--- config.mk ---
export PLATFORM = sky130hd
export DESIGN_NAME = spm_serial_port
export DESIGN_NICKNAME = d
export VERILOG_FILES = /design/src/hw/spm_pkg.sv /design/src/hw/spm_baud_tick.sv /design/src/hw/spm_serial_port.sv
export SDC_FILE = /design/constraint.sdc
export NUM_CORES = 1
export LEC_CHECK = 0
export ABC_AREA = 1
export BUFFER_PORTS_ARGS = -buffer_cell sky130_fd_sc_hd__buf_2
export CAP_MARGIN = 20
export CORE_ASPECT_RATIO = 0.6
export CORE_MARGIN = 3
export CORE_UTILIZATION = 34
export CTS_BUF_LIST = sky130_fd_sc_hd__clkbuf_8
export DETAILED_ROUTE_END_ITERATION = 10
export GPL_ROUTABILITY_DRIVEN = 0
export MAX_ROUTING_LAYER = met4
export PLACE_DENSITY = 0.6
export SETUP_SLACK_MARGIN = 0.15
export SLEW_MARGIN = 20
export SYNTH_ARGS = -nofsm -noshare
export SYNTH_HDL_FRONTEND = slang
export SYNTH_SLANG_ARGS = --single-unit
--- constraint.sdc ---
create_clock -name pclk -period 2.8 [get_ports pclk]
set_clock_uncertainty 0.2 [all_clocks]
set_input_delay 0.56 -clock pclk [delete_from_list [all_inputs] [get_ports pclk]]
set_output_delay 0.56 -clock pclk [all_outputs]
set_load 0.01 [all_outputs]
--- src/hw/spm_pkg.sv ---
`default_nettype none
package spm_pkg;
   // register byte addresses on the bus
   localparam logic [11:0] ADDR_CTRL = 12'h000;
   localparam logic [11:0] ADDR_BUF = 12'h004;
   localparam logic [11:0] ADDR_PWR = 12'h008;
   // serial_control_reg field positions
   localparam int CTRL_RX_DONE = 0;
   localparam int CTRL_TX_DONE = 1;
   localparam int CTRL_RX_NINTH = 2;
   localparam int CTRL_TX_NINTH = 3;
   localparam int CTRL_RX_EN = 4;
   localparam int CTRL_RATE_MP = 5;
   localparam int CTRL_MODE_LO = 6;
   // power_control_reg field position
   localparam int PWR_BAUD_DOUBLE = 0;
   // reset values
   localparam logic [7:0] CTRL_RESET = 8'h00;
   localparam logic [7:0] PWR_RESET = 8'h00;
   localparam logic [7:0] BUF_RESET = 8'h00;
   // serial modes
   localparam logic [1:0] MODE0 = 2'h0;
   localparam logic [1:0] MODE1 = 2'h1;
   localparam logic [1:0] MODE2 = 2'h2;
   localparam logic [1:0] MODE3 = 2'h3;
   // mode-0 bit timing in pclk cycles
   localparam logic [3:0] M0_SLOW_PERIOD = 4'hC;
   localparam logic [3:0] M0_SLOW_LEAD = 4'h3;
   localparam logic [3:0] M0_SLOW_LOW = 4'h6;
   localparam logic [3:0] M0_FAST_PERIOD = 4'h4;
   localparam logic [3:0] M0_FAST_LEAD = 4'h1;
   localparam logic [3:0] M0_FAST_LOW = 4'h2;
   localparam logic [3:0] M0_LAST_BIT = 4'h7;
   // oscillator divide to the 16x tick in mode 2
   localparam logic [1:0] M2_TICK_DIV_FAST = 2'h1;
   localparam logic [1:0] M2_TICK_DIV_SLOW = 2'h3;
   // divide-by-16 counter states
   localparam logic [3:0] DIV16_LAST = 4'hF;
   localparam logic [3:0] VOTE_FIRST = 4'h7;
   localparam logic [3:0] VOTE_SECOND = 4'h8;
   localparam logic [3:0] VOTE_THIRD = 4'h9;
   // async frame lengths after the start bit
   localparam logic [3:0] M1_BITS_AFTER_START = 4'h9;
   localparam logic [3:0] M2_BITS_AFTER_START = 4'hA;
   localparam logic [3:0] NINTH_INDEX = 4'h9;
endpackage
`default_nettype wire

--- src/hw/spm_baud_tick.sv ---
`default_nettype none
module spm_baud_tick (
   input wire logic pclk,
   input wire logic presetn,
   input wire logic [1:0] mode,
   input wire logic baud_double,
   input wire logic timer_ovf,
   output logic tick
);
   logic [1:0] osc_cnt;
   logic ovf_half;
   logic [1:0] osc_last;

   assign osc_last = baud_double ? spm_pkg::M2_TICK_DIV_FAST :
                     spm_pkg::M2_TICK_DIV_SLOW;

   // oscillator divider for mode 2
   always_ff @(posedge pclk or negedge presetn) begin
      if (!presetn) begin
         osc_cnt <= 2'h0;
      end else if (osc_cnt >= osc_last) begin
         osc_cnt <= 2'h0;
      end else begin
         osc_cnt <= osc_cnt + 2'h1;
      end
   end

   // halves the timer overflow when not doubled
   always_ff @(posedge pclk or negedge presetn) begin
      if (!presetn) begin
         ovf_half <= 1'b0;
      end else if (timer_ovf) begin
         ovf_half <= ~ovf_half;
      end
   end

   // 16x sample tick; mode 3 runs from the timer like mode 1
   always_comb begin
      if (mode == spm_pkg::MODE2) begin
         tick = (osc_cnt >= osc_last); // see (RULE21)
      end else if (mode == spm_pkg::MODE0) begin
         tick = 1'b0;
      end else begin
         tick = timer_ovf & (baud_double | ovf_half); // see (RULE12) (RULE23)
      end
   end
endmodule
`default_nettype wire

--- src/hw/spm_serial_port.sv ---
// Behaviour
// (RULE1) buffer write loads transmitter; buffer read returns receive buffer
// (RULE2) async modes transmit and receive independently at once
// (RULE3) mode 0: data both ways on rxd, shift clock driven on txd
// (RULE4) mode 0: eight bits per frame, least significant first
// (RULE5) mode 0 rate: osc/12 with select clear, osc/4 with it set
// (RULE6) fast mode 0: data 1 clock before fall, clock low 2
// (RULE7) slow mode 0: data 3 clocks before fall, clock low 6
// (RULE8) mode 0 write shifts out eight bits, then sets tx done
// (RULE9) mode 0 receive runs while enabled and rx done clear
// (RULE10) far device changes data on the shift clock falling edge
// (RULE11) mode 1 frame: start 0, eight data, stop 1 into ninth field
// (RULE12) mode 1 rate: timer overflow over 16 or 32
// (RULE13) async bits go out on divide-by-16 rollovers after write
// (RULE14) mode 1 tx done set at tenth rollover with stop bit
// (RULE15) receive samples at 16x; falling edge resets the counter
// (RULE16) bit value is majority of states 8, 9 and 10; the code votes at divide-by-16 counter states 7, 8 and 9
// (RULE17) start bit read as 1 aborts and rearms edge detect
// (RULE18) load buffer only if rx done clear and select 0 or stop 1
// (RULE19) after mid stop bit receiver looks for a new falling edge
// (RULE20) mode 2 frame: start, eight data, ninth bit, stop
// (RULE21) mode 2 rate: osc over 32 or 64 by baud double bit
// (RULE22) mode 2 tx done set at eleventh rollover with stop bit
// (RULE23) mode 3 is mode 2 timed from the timer overflow
// (RULE24) async transmit line idles high
// (RULE25) mode 2 stop bit is driven high
`default_nettype none
module spm_serial_port #(
   parameter int ADDR_W = 12
) (
   input wire logic pclk,
   input wire logic presetn,
   input wire logic psel,
   input wire logic penable,
   input wire logic pwrite,
   input wire logic [ADDR_W-1:0] paddr,
   input wire logic [31:0] pwdata,
   output logic [31:0] prdata,
   output logic pready,
   output logic pslverr,
   input wire logic timer_ovf,
   input wire logic rxd_in,
   output logic rxd_out,
   output logic rxd_oe,
   output logic txd
);
   typedef enum logic [1:0] {SPM_M0_IDLE, SPM_M0_TX, SPM_M0_RX} spm_m0_t;
   typedef enum logic {SPM_RX_IDLE, SPM_RX_BUSY} spm_rx_t;

   // register state
   logic [1:0] mode;
   logic rate_mp;
   logic rx_en;
   logic tx_ninth;
   logic rx_ninth;
   logic tx_done;
   logic rx_done;
   logic baud_double;
   logic [7:0] rx_buf;

   // bus decode
   logic access;
   logic wr_en;
   logic wr_ctrl;
   logic wr_buf;
   logic wr_pwr;
   logic [7:0] ctrl_view;

   // pin synchroniser
   logic rxd_s1;
   logic rxd_s2;
   logic rxd_s3;
   logic rxd_f;

   // mode 0 engine
   spm_m0_t m0_state;
   logic [3:0] m0_phase;
   logic [3:0] m0_cnt;
   logic [7:0] m0_sh;
   logic [3:0] m0_period;
   logic [3:0] m0_lead;
   logic [3:0] m0_rise;
   logic m0_end;
   logic m0_rx_load;
   logic m0_tx_fin;
   logic sclk;

   // async engines
   logic tick;
   logic [3:0] tx_div;
   logic tx_roll;
   logic tx_pend;
   logic [10:0] tx_sh;
   logic [3:0] tx_left;
   logic txd_a;
   logic tx_fin;
   spm_rx_t rx_state;
   logic [3:0] rx_div;
   logic [3:0] rx_bit;
   logic [7:0] rx_data;
   logic rx_b9;
   logic [1:0] rx_votes;
   logic rx_prev;
   logic rx_val;
   logic [3:0] rx_last;
   logic a_rx_end;
   logic a_rx_load;

   function automatic logic spm_major(input logic a, input logic b,
                                      input logic c);
      spm_major = (a & b) | (a & c) | (b & c);
   endfunction

   function automatic logic spm_hit(input logic [ADDR_W-1:0] a,
                                    input logic [11:0] reg_addr);
      spm_hit = (a == ADDR_W'(reg_addr));
   endfunction

   // bus decode; one wait state on every access
   assign access = psel & penable;
   assign wr_en = access & pready & pwrite;
   assign wr_ctrl = wr_en & spm_hit(paddr, spm_pkg::ADDR_CTRL);
   assign wr_buf = wr_en & spm_hit(paddr, spm_pkg::ADDR_BUF);
   assign wr_pwr = wr_en & spm_hit(paddr, spm_pkg::ADDR_PWR);
   assign ctrl_view = {mode, rate_mp, rx_en, tx_ninth, rx_ninth,
                       tx_done, rx_done};

   // answer and read data
   always_ff @(posedge pclk or negedge presetn) begin
      if (!presetn) begin
         pready <= 1'b0;
         pslverr <= 1'b0;
         prdata <= 32'h0000_0000;
      end else if (access & ~pready) begin
         pready <= 1'b1;
         pslverr <= 1'b0;
         prdata <= 32'h0000_0000;
         if (spm_hit(paddr, spm_pkg::ADDR_CTRL)) begin
            prdata[7:0] <= ctrl_view;
         end else if (spm_hit(paddr, spm_pkg::ADDR_BUF)) begin
            prdata[7:0] <= rx_buf; // see (RULE1)
         end else if (spm_hit(paddr, spm_pkg::ADDR_PWR)) begin
            prdata[spm_pkg::PWR_BAUD_DOUBLE] <= baud_double;
         end else begin
            pslverr <= 1'b1;
         end
      end else begin
         pready <= 1'b0;
         pslverr <= 1'b0;
      end
   end

   // software control fields
   always_ff @(posedge pclk or negedge presetn) begin
      if (!presetn) begin
         mode <= spm_pkg::CTRL_RESET[spm_pkg::CTRL_MODE_LO+:2];
         rate_mp <= spm_pkg::CTRL_RESET[spm_pkg::CTRL_RATE_MP];
         rx_en <= spm_pkg::CTRL_RESET[spm_pkg::CTRL_RX_EN];
         tx_ninth <= spm_pkg::CTRL_RESET[spm_pkg::CTRL_TX_NINTH];
         baud_double <= spm_pkg::PWR_RESET[spm_pkg::PWR_BAUD_DOUBLE];
      end else begin
         if (wr_ctrl) begin
            mode <= pwdata[spm_pkg::CTRL_MODE_LO+:2];
            rate_mp <= pwdata[spm_pkg::CTRL_RATE_MP];
            rx_en <= pwdata[spm_pkg::CTRL_RX_EN];
            tx_ninth <= pwdata[spm_pkg::CTRL_TX_NINTH];
         end
         if (wr_pwr) begin
            baud_double <= pwdata[spm_pkg::PWR_BAUD_DOUBLE];
         end
      end
   end

   // transmit done flag; a hardware set beats a software clear
   always_ff @(posedge pclk or negedge presetn) begin
      if (!presetn) begin
         tx_done <= spm_pkg::CTRL_RESET[spm_pkg::CTRL_TX_DONE];
      end else if (m0_tx_fin | tx_fin) begin
         tx_done <= 1'b1; // see (RULE8) (RULE14) (RULE22)
      end else if (wr_ctrl) begin
         tx_done <= pwdata[spm_pkg::CTRL_TX_DONE];
      end
   end

   // receive buffer, ninth field and done flag
   always_ff @(posedge pclk or negedge presetn) begin
      if (!presetn) begin
         rx_done <= spm_pkg::CTRL_RESET[spm_pkg::CTRL_RX_DONE];
         rx_ninth <= spm_pkg::CTRL_RESET[spm_pkg::CTRL_RX_NINTH];
         rx_buf <= spm_pkg::BUF_RESET;
      end else if (m0_rx_load) begin
         rx_done <= 1'b1; // see (RULE9)
         rx_buf <= {rxd_f, m0_sh[7:1]};
      end else if (a_rx_load) begin
         rx_done <= 1'b1; // see (RULE18)
         rx_buf <= rx_data;
         rx_ninth <= (mode == spm_pkg::MODE1) ? rx_val : rx_b9; // see (RULE11) (RULE20)
      end else if (wr_ctrl) begin
         rx_done <= pwdata[spm_pkg::CTRL_RX_DONE];
         rx_ninth <= pwdata[spm_pkg::CTRL_RX_NINTH];
      end
   end

   // receive pin: change accepted once stages two and three agree
   always_ff @(posedge pclk or negedge presetn) begin
      if (!presetn) begin
         rxd_s1 <= 1'b1;
         rxd_s2 <= 1'b1;
         rxd_s3 <= 1'b1;
         rxd_f <= 1'b1;
      end else begin
         rxd_s1 <= rxd_in;
         rxd_s2 <= rxd_s1;
         rxd_s3 <= rxd_s2;
         if (rxd_s2 == rxd_s3) begin
            rxd_f <= rxd_s3;
         end
      end
   end

   // mode 0 bit timing from the rate select bit
   assign m0_period = rate_mp ? spm_pkg::M0_FAST_PERIOD :
                      spm_pkg::M0_SLOW_PERIOD; // see (RULE5)
   assign m0_lead = rate_mp ? spm_pkg::M0_FAST_LEAD :
                    spm_pkg::M0_SLOW_LEAD; // see (RULE6) (RULE7)
   assign m0_rise = m0_lead + (rate_mp ? spm_pkg::M0_FAST_LOW :
                    spm_pkg::M0_SLOW_LOW); // see (RULE6) (RULE7)
   assign m0_end = (m0_phase == m0_period - 4'h1);
   assign sclk = (m0_state == SPM_M0_IDLE) |
                 (m0_phase < m0_lead) | (m0_phase >= m0_rise);
   assign m0_tx_fin = (m0_state == SPM_M0_TX) & m0_end &
                      (m0_cnt == spm_pkg::M0_LAST_BIT);
   // far end changes data at the fall, so it is stable at the rise
   assign m0_rx_load = (m0_state == SPM_M0_RX) & (m0_phase == m0_rise) &
                       (m0_cnt == spm_pkg::M0_LAST_BIT); // see (RULE10)

   // mode 0 synchronous half-duplex shifter
   always_ff @(posedge pclk or negedge presetn) begin
      if (!presetn) begin
         m0_state <= SPM_M0_IDLE;
         m0_phase <= 4'h0;
         m0_cnt <= 4'h0;
         m0_sh <= 8'h00;
      end else begin
         case (m0_state)
            SPM_M0_IDLE: begin
               m0_phase <= 4'h0;
               m0_cnt <= 4'h0;
               if (mode == spm_pkg::MODE0 && wr_buf) begin
                  m0_sh <= pwdata[7:0]; // see (RULE1) (RULE8)
                  m0_state <= SPM_M0_TX;
               end else if (mode == spm_pkg::MODE0 && rx_en && !rx_done) begin
                  m0_state <= SPM_M0_RX; // see (RULE9)
               end
            end
            SPM_M0_TX: begin
               if (m0_end) begin
                  m0_phase <= 4'h0;
                  m0_sh <= {1'b0, m0_sh[7:1]}; // see (RULE4)
                  m0_cnt <= m0_cnt + 4'h1;
                  if (m0_cnt == spm_pkg::M0_LAST_BIT) begin
                     m0_state <= SPM_M0_IDLE;
                  end
               end else begin
                  m0_phase <= m0_phase + 4'h1;
               end
            end
            SPM_M0_RX: begin
               if (m0_phase == m0_rise) begin
                  m0_sh <= {rxd_f, m0_sh[7:1]}; // see (RULE4) (RULE9)
               end
               if (m0_rx_load) begin
                  m0_state <= SPM_M0_IDLE;
               end else if (m0_end) begin
                  m0_phase <= 4'h0;
                  m0_cnt <= m0_cnt + 4'h1;
               end else begin
                  m0_phase <= m0_phase + 4'h1;
               end
            end
            default: begin
               m0_state <= SPM_M0_IDLE;
            end
         endcase
      end
   end

   // 16x tick source for the async modes
   spm_baud_tick u_tick (
      .pclk(pclk),
      .presetn(presetn),
      .mode(mode),
      .baud_double(baud_double),
      .timer_ovf(timer_ovf),
      .tick(tick)
   );

   // transmit divide-by-16 counter runs free
   always_ff @(posedge pclk or negedge presetn) begin
      if (!presetn) begin
         tx_div <= 4'h0;
      end else if (tick) begin
         tx_div <= tx_div + 4'h1;
      end
   end
   assign tx_roll = tick & (tx_div == spm_pkg::DIV16_LAST);
   assign tx_fin = tx_roll & (tx_left == 4'h1);

   // async transmitter, bits launched only on rollovers
   always_ff @(posedge pclk or negedge presetn) begin
      if (!presetn) begin
         tx_pend <= 1'b0;
         tx_sh <= 11'h7FF;
         tx_left <= 4'h0;
         txd_a <= 1'b1;
      end else begin
         if (wr_buf && mode != spm_pkg::MODE0 && tx_left == 4'h0) begin
            tx_pend <= 1'b1; // see (RULE1)
            // stop bit high in every async mode
            tx_sh <= {1'b1, (mode == spm_pkg::MODE1) ? 1'b1 : tx_ninth,
                      pwdata[7:0], 1'b0}; // see (RULE11) (RULE20) (RULE25)
         end else if (tx_roll && tx_left != 4'h0) begin
            txd_a <= tx_sh[0]; // see (RULE13)
            tx_sh <= {1'b1, tx_sh[10:1]};
            tx_left <= tx_left - 4'h1;
         end else if (tx_roll && tx_pend) begin
            txd_a <= tx_sh[0]; // see (RULE13)
            tx_sh <= {1'b1, tx_sh[10:1]};
            tx_pend <= 1'b0;
            tx_left <= (mode == spm_pkg::MODE1) ?
                       spm_pkg::M1_BITS_AFTER_START :
                       spm_pkg::M2_BITS_AFTER_START; // see (RULE14) (RULE22)
         end
      end
   end

   // async receiver
   assign rx_last = (mode == spm_pkg::MODE1) ? spm_pkg::M1_BITS_AFTER_START :
                    spm_pkg::M2_BITS_AFTER_START;
   assign rx_val = spm_major(rx_votes[0], rx_votes[1], rxd_f); // see (RULE16)
   assign a_rx_end = (rx_state == SPM_RX_BUSY) & tick &
                     (rx_div == spm_pkg::VOTE_THIRD) & (rx_bit == rx_last);
   assign a_rx_load = a_rx_end & ~rx_done & (~rate_mp | rx_val); // see (RULE18)

   always_ff @(posedge pclk or negedge presetn) begin
      if (!presetn) begin
         rx_state <= SPM_RX_IDLE;
         rx_div <= 4'h0;
         rx_bit <= 4'h0;
         rx_data <= 8'h00;
         rx_b9 <= 1'b0;
         rx_votes <= 2'h0;
         rx_prev <= 1'b1;
      end else if (tick) begin
         rx_prev <= rxd_f; // see (RULE15)
         case (rx_state)
            SPM_RX_IDLE: begin
               if (rx_en && rx_prev && !rxd_f) begin
                  rx_state <= SPM_RX_BUSY; // see (RULE2)
                  rx_div <= 4'h0; // see (RULE15)
                  rx_bit <= 4'h0;
               end
            end
            SPM_RX_BUSY: begin
               rx_div <= rx_div + 4'h1;
               if (rx_div == spm_pkg::VOTE_FIRST) begin
                  rx_votes[0] <= rxd_f; // see (RULE16)
               end
               if (rx_div == spm_pkg::VOTE_SECOND) begin
                  rx_votes[1] <= rxd_f; // see (RULE16)
               end
               if (rx_div == spm_pkg::VOTE_THIRD) begin
                  rx_bit <= rx_bit + 4'h1;
                  if (rx_bit == 4'h0 && rx_val) begin
                     rx_state <= SPM_RX_IDLE; // see (RULE17)
                  end else if (rx_bit == rx_last) begin
                     rx_state <= SPM_RX_IDLE; // see (RULE19)
                  end else if (rx_bit == spm_pkg::NINTH_INDEX) begin
                     rx_b9 <= rx_val; // see (RULE20)
                  end else if (rx_bit != 4'h0) begin
                     rx_data <= {rx_val, rx_data[7:1]}; // see (RULE11)
                  end
               end
            end
            default: begin
               rx_state <= SPM_RX_IDLE;
            end
         endcase
      end
   end

   // pins: mode 0 uses txd as the shift clock
   assign txd = (mode == spm_pkg::MODE0) ? sclk : txd_a; // see (RULE3) (RULE24)
   assign rxd_out = m0_sh[0]; // see (RULE3)
   assign rxd_oe = (m0_state == SPM_M0_TX); // see (RULE3)
endmodule
`default_nettype wire
-- Yosys cells after proc, flatten, opt, wreduce, memory -nomap -nowiden
Cells that the tools add are included.
- flip-flop bits (word level): 94
- bits of input ports: 51
- output and inout bits: 37
- logic and storage cells: 217
- add/subtract/negate cells: 9
- $lt $le $gt $ge: 3
- equality and inequality tests: 27
- multiplexer cells: 64
- bitwise logic cells: 39
- reduce and logical (&&, ||, !) cells: 40
- operators by type and width (kind ; number):
    $mux W8 ; 6
    $mux W4 ; 9
    $mux W11 ; 3
    $mux W1 ; 28
    $pmux W4 S3 ; 2
    $pmux W8 S3 ; 1
    $and A1 B1 Y1 ; 22
    $add A4 B1 Y4 const B ; 5
    $mux W2 ; 9
    $eq A4 B4 Y1 const B ; 4
    $pmux W4 S2 ; 2
    $eq A12 B3 Y1 const B ; 1
    $eq A12 B4 Y1 const B ; 1
    $eq A4 B4 Y1 ; 3
    $logic_not A12 Y1 ; 1
    $reduce_bool A2 Y1 ; 6
    $logic_and A1 B1 Y1 ; 10
    $ne A2 B1 Y1 const B ; 5
    $not A1 Y1 ; 10
    $reduce_and A2 Y1 ; 5
    $reduce_and A3 Y1 ; 3
    $reduce_bool A3 Y1 ; 3
    $eq A4 B3 Y1 const B ; 2
    $logic_not A4 Y1 ; 2
    other kinds (23) ; 39

-- Longest topological paths before layout
- depth after elaboration: 11
- depth in mapped cells: 12
- depth with buffers taken out: 12

-- Modules after synthesis
From an unflattened synthesis, not the netlist that was laid out.
- cells, all modules: 637
- area total of the unflattened synthesis: 5325.1 um2
- by module, submodules not included (module ; times used ; cells an instance ; area an instance (um2) ; seq. area each (um2)):
    spm_serial_port ; 1 ; 612 ; 5151.2 ; 2272.2
    spm_baud_tick ; 1 ; 25 ; 173.9 ; 75.1

-- Least setup slack after synthesis
Ideal clock, no wire load.
- path type: reg-to-output
- start point: register rate_mp
- end point: output port txd
- data arrival time: 1.292 ns
- required time: 2.040 ns
- setup slack: 0.748 ns
- cell stages (with the launch flop): 9
- buffers on the path: 0
- cell sequence: dfrtp_1 -> inv_1 -> ha_1 -> nand2_1 -> inv_2 -> o31ai_1 -> nand3_1 -> o22ai_1 -> inv_1
- cells in the longest elaborated chain, start to end: 5
- elaborated cells on any way between the ends: 8
- RTL lines (item ; RTL line ; source):
    from (decl) ; spm_serial_port.sv:52 ; logic rate_mp;
    from (signal assigned) ; spm_serial_port.sv:157 ; rate_mp <= spm_pkg::CTRL_RESET[spm_pkg::CTRL_RATE_MP];
    from (signal assigned) ; spm_serial_port.sv:164 ; rate_mp <= pwdata[spm_pkg::CTRL_RATE_MP];
    $mux W2 / $mux W3 (equally long branches) ; spm_serial_port.sv:224, spm_serial_port.sv:226 ;
    $add A2 B3 Y4 / $lt A4 B2 Y1 (equally long branches) ; spm_serial_port.sv:226, spm_serial_port.sv:230 ;
    $ge A4 B4 Y1 / $or A1 B1 Y1 (equally long branches) ; spm_serial_port.sv:230, spm_serial_port.sv:229 ;
    $or A1 B1 Y1 * ; spm_serial_port.sv:230 ; (m0_phase < m0_lead) | (m0_phase >= m0_rise);
    $mux W1 * ; spm_serial_port.sv:393 ; assign txd = (mode == spm_pkg::MODE0) ? sclk : txd_a;
    to (decl) ; spm_serial_port.sv:45 ; output logic txd
Every way passes the cells marked *; elsewhere a longest branch is shown, timed or not.

-- Worst setup path in the final report
Same ends and word-level chain as after synthesis.

==> impl_metrics.csv <==
group,metric,value,unit
run_status,status,"finished with violations",
run_status,violations,"hold timing",
critical_path,crit_type,"reg -> out",
logic_synthesis,synth_top_family_by_area,"simple AND/OR/NAND/NOR gates",
power,p_clk_share,26.0,%
floorplan,design.core.area,0.01468,mm^2
sta,setup_tns,0,ns
logic_synthesis,ys_seq_elements,93,
sta,hold_ws,-0.01046,ns
cts,clockBufferDepth,2,
logic_synthesis,synthSimpleGateAreaFrac,24.44,%
critical_path,startpoint_type,"flip-flop",
power,combPwrFrac,23.2,%
critical_path,worst_setup_path_end_kind,"output port",
logic_synthesis,synth_ff_type,"dfrtp_1",
logic_synthesis,synth.cell_area,0.005170,mm^2
sta,hold_viol_final,5,
floorplan,dieWidth,165.2,um
cells_and_area,fill_cells,1536,
critical_path,crit_arrival,1.79,ns
logic_synthesis,synth_mux_area_share,0.1936,%
sta,finalSetupViolCount,0,
sta,report.final.slew_viol_count,0,
sta,fin_crit_sh,91.15,%
logic_synthesis,synth_xor_xnor_area_share,2.372,%
logic_synthesis,avgSynthCellArea,8.325,um^2
critical_path,cp_cell_sequence,"inv_2 > ha_4 > nand2_1 > inv_2 > o31ai_2 > nand3_1 > o22ai_1 > inv_1 > buf_2",
place,post-dp-hpwl,9.062,mm
critical_path,cp_data_required_time,2.04,ns
power,leakage,2.779,nW
floorplan,die-area,0.01677,mm^2
cells_and_area,layout_commonest_cell,"nand2_1",
critical_path,ff2ff_path_depth,9,
global_routing,grt_first_pass_wirelength,19.16,mm
cts,cts_buffers,9,
power,p_per_area,620.5,mW/mm^2
critical_path,slowest_stage,"dfrtp_1",
cells_and_area,antennaDiodeCount,0,
critical_path,slowest_delay,0.41,ns
route,postRouteAntennaNets,0,
cells_and_area,layout_common_cells,"162 x nand2_1, 77 x dfrtp_1, 61 x inv_1",
route,dr.first_iter.drc_count,368,
critical_path,r2r_slack,0.34,ns
critical_path,cp-endpoint,"txd",
power,ir_worst_vdd,0.0002582,V
global_routing,overflow,0,
hold_path,hp-class,"in -> async",
route,route.detailed.drc,0,
cts,path_clk_slew,0.10,ns
route,firstDrtPassIters,4,
cells_and_area,drive_gt1_share,20.95,%
logic_synthesis,synth-adder-area-share,5.034,%
floorplan,ios,88,
logic_synthesis,synth_seq_area_share,45.40,%
cts,cts.root.buffer_cell,"clkbuf_8",
logic_synthesis,synth_edf_count,0,
critical_path,startpoint,"rate_mp",
cts,clk_latency,0.37,ns
logic_synthesis,synth_compound_area_share,11.81,%
power,swShare,32.77,%
cts,h-tree-depth,3,
logic_synthesis,netlist_instances,621,
cts,clock_sinks,93,
floorplan,rows,34,
power,seqPwrFrac,50.8,%
critical_path,reg2reg_from,"rate_mp",
route,dr_total_vias,3984,
route,post_drt_wl_per_cell,13.48,um
flow_run,maxCapViolations,0,
route,drt-vias-per-instance,4.574,
critical_path,rr_endpoint,"rx_buf[2]",
global_routing,grt_usage,15.20,%
logic_synthesis,synthArstFlopShare,100.0,%
cells_and_area,final_util,39.05,%
floorplan,die_h,101.5,um
global_routing,grt_pass1_vias,3585,
global_routing,antenna_found_initial,0,
sta,rsz0062_at_grt,"no",
sta,post-route-min-period,2.552,ns
cts,cts_tree,"yes",
cells_and_area,syn_to_final_growth,10.87,%
power,power_switching,1.166,mW
cells_and_area,nNetsFinal,740,
sta,timing_worst_slew_pin_value,0.6253,ns
power,p_int,2.391,mW
critical_path,cpMostUsedCell,"inv_2",
place,port_buffers,39,
critical_path,worstPathMaxFanout,4,
logic_synthesis,synth_warnings,0,
sta,max_slew_margin,57.87,%
route,routed_wl,11.74,mm
floorplan,start_util,35.23,%
logic_synthesis,yosysUniqueCellTypes,36,
sta,fmax,391.8,MHz
global_routing,grt_max_degree,48,
[Yosys cell counts, types with 10 or more instances]
library cell / number / area share, %
a21oi_1: 15 / 1.5
ha_1: 20 / 4.8
o21ai_0: 29 / 2.8
xor2_1: 10 / 1.7
inv_1: 62 / 4.5
nand2_1: 162 / 12
dfrtp_1: 77 / 37
nand3_1: 38 / 3.7
nor2_1: 42 / 3.0
inv_2: 14 / 1.0
o21ai_1: 22 / 2.1
buf_4: 24 / 3.5
dfstp_2: 16 / 8.1
o21ai_2: 18 / 3.0
[through the flow]
step	setup slack, ns	cell area, um^2	power, mW	hold slack [ns]	instances
6_report	0.2479	5732	3.556	-0.01046	871
3_3_place_gp	0.4782	5500	2.636	0.1481	854
2_1_floorplan	0.7481	5256	2.437	0.06441	644
5_1_grt	0.1567	5732	3.819	0.02678	871
3_5_place_dp	0.4743	5500	2.657	0.1509	854
4_1_cts	0.1734	5707	3.601	0.01058	870
[what timing repair did]
item	CTS	global route
gates resized for setup	1	2
endpoints found under the setup margin	1	1
pin swaps	0	1
hold buffers	0	0
buffers inserted	1	1
[registers in the layout, summed over array words and instances (netlist names), 4 cells and up]
name and cells:
rx_buf 8, rx_div 4, tx_div 4, prdata 8
tx_sh 10, m0_sh 8, rx_bit 4, m0_cnt 4
rx_data 8, m0_phase 4, tx_left 4
[worst max-delay path: cells and delay by family, from the launching register on]
kind / cells / cell delay, ns
flops: 1 / 0.41
buf+inv: 4 / 0.33
compound gates: 2 / 0.32
fa+ha+maj: 1 / 0.21
simple gates: 2 / 0.15
[area by class of cell]
type / instances / area, um^2 / share of cell area, %
multi-input combinational: 440 / 2375 / 41.43
sequential: 93 / 2347 / 40.95
inverter: 78 / 292.8 / 5.108
timing repair buffer: 47 / 270.3 / 4.715
tap: 198 / 247.7 / 4.322
clock buffer: 11 / 151.4 / 2.641
clock inverter: 4 / 47.55 / 0.8295
[cells by family (layout without fill, tap and decap cells)]
| logic type | Yosys count | after routing |
|---|---|---|
| AO/OA/AOI/OAI | 102 | 102 |
| AND/OR/NAND/NOR | 278 | 278 |
| multiplexers | 1 | 1 |
| flip-flops | 93 | 93 |
| buffers and inverters | 111 | 140 |
| other | 1 | 24 |
| XOR/XNOR | 14 | 14 |
| adder cells (fa/ha/maj) | 21 | 21 |
[routing by layer]
metal	GRT usage [%]	vias up	share of wire, %
met1	24.99	1835	58
met2	18.24	98	34
met4	2.126	0	0.61
li1	-	2042	-
met3	3.841	9	7.3
met5	-	-	0
[power groups by stage]
| stage | clock network [mW] | logic, mW | registers [mW] |
|---|---|---|---|
| 2_1_floorplan | 0 | 0.646 | 1.79 |
| 3_3_place_gp | 0 | 0.808 | 1.83 |
| 3_5_place_dp | 0 | 0.826 | 1.83 |
| 4_1_cts | 0.960 | 0.835 | 1.81 |
| 5_1_grt | 1.02 | 0.957 | 1.84 |
| 6_report | 0.924 | 0.826 | 1.81 |
[worst min-delay path by stage]
stage                       end  slack, ns  depth (start not counted)
finish                  pslverr      -0.01                          1
global route            pslverr       0.03                          1
CTS                     pslverr       0.01                          1
detailed placement       rxd_s2       0.15                          0
global placement         rxd_s2       0.15                          0
floorplan           baud_double       0.06                          0
No activity file was read; power rests on OpenSTA's default activity.
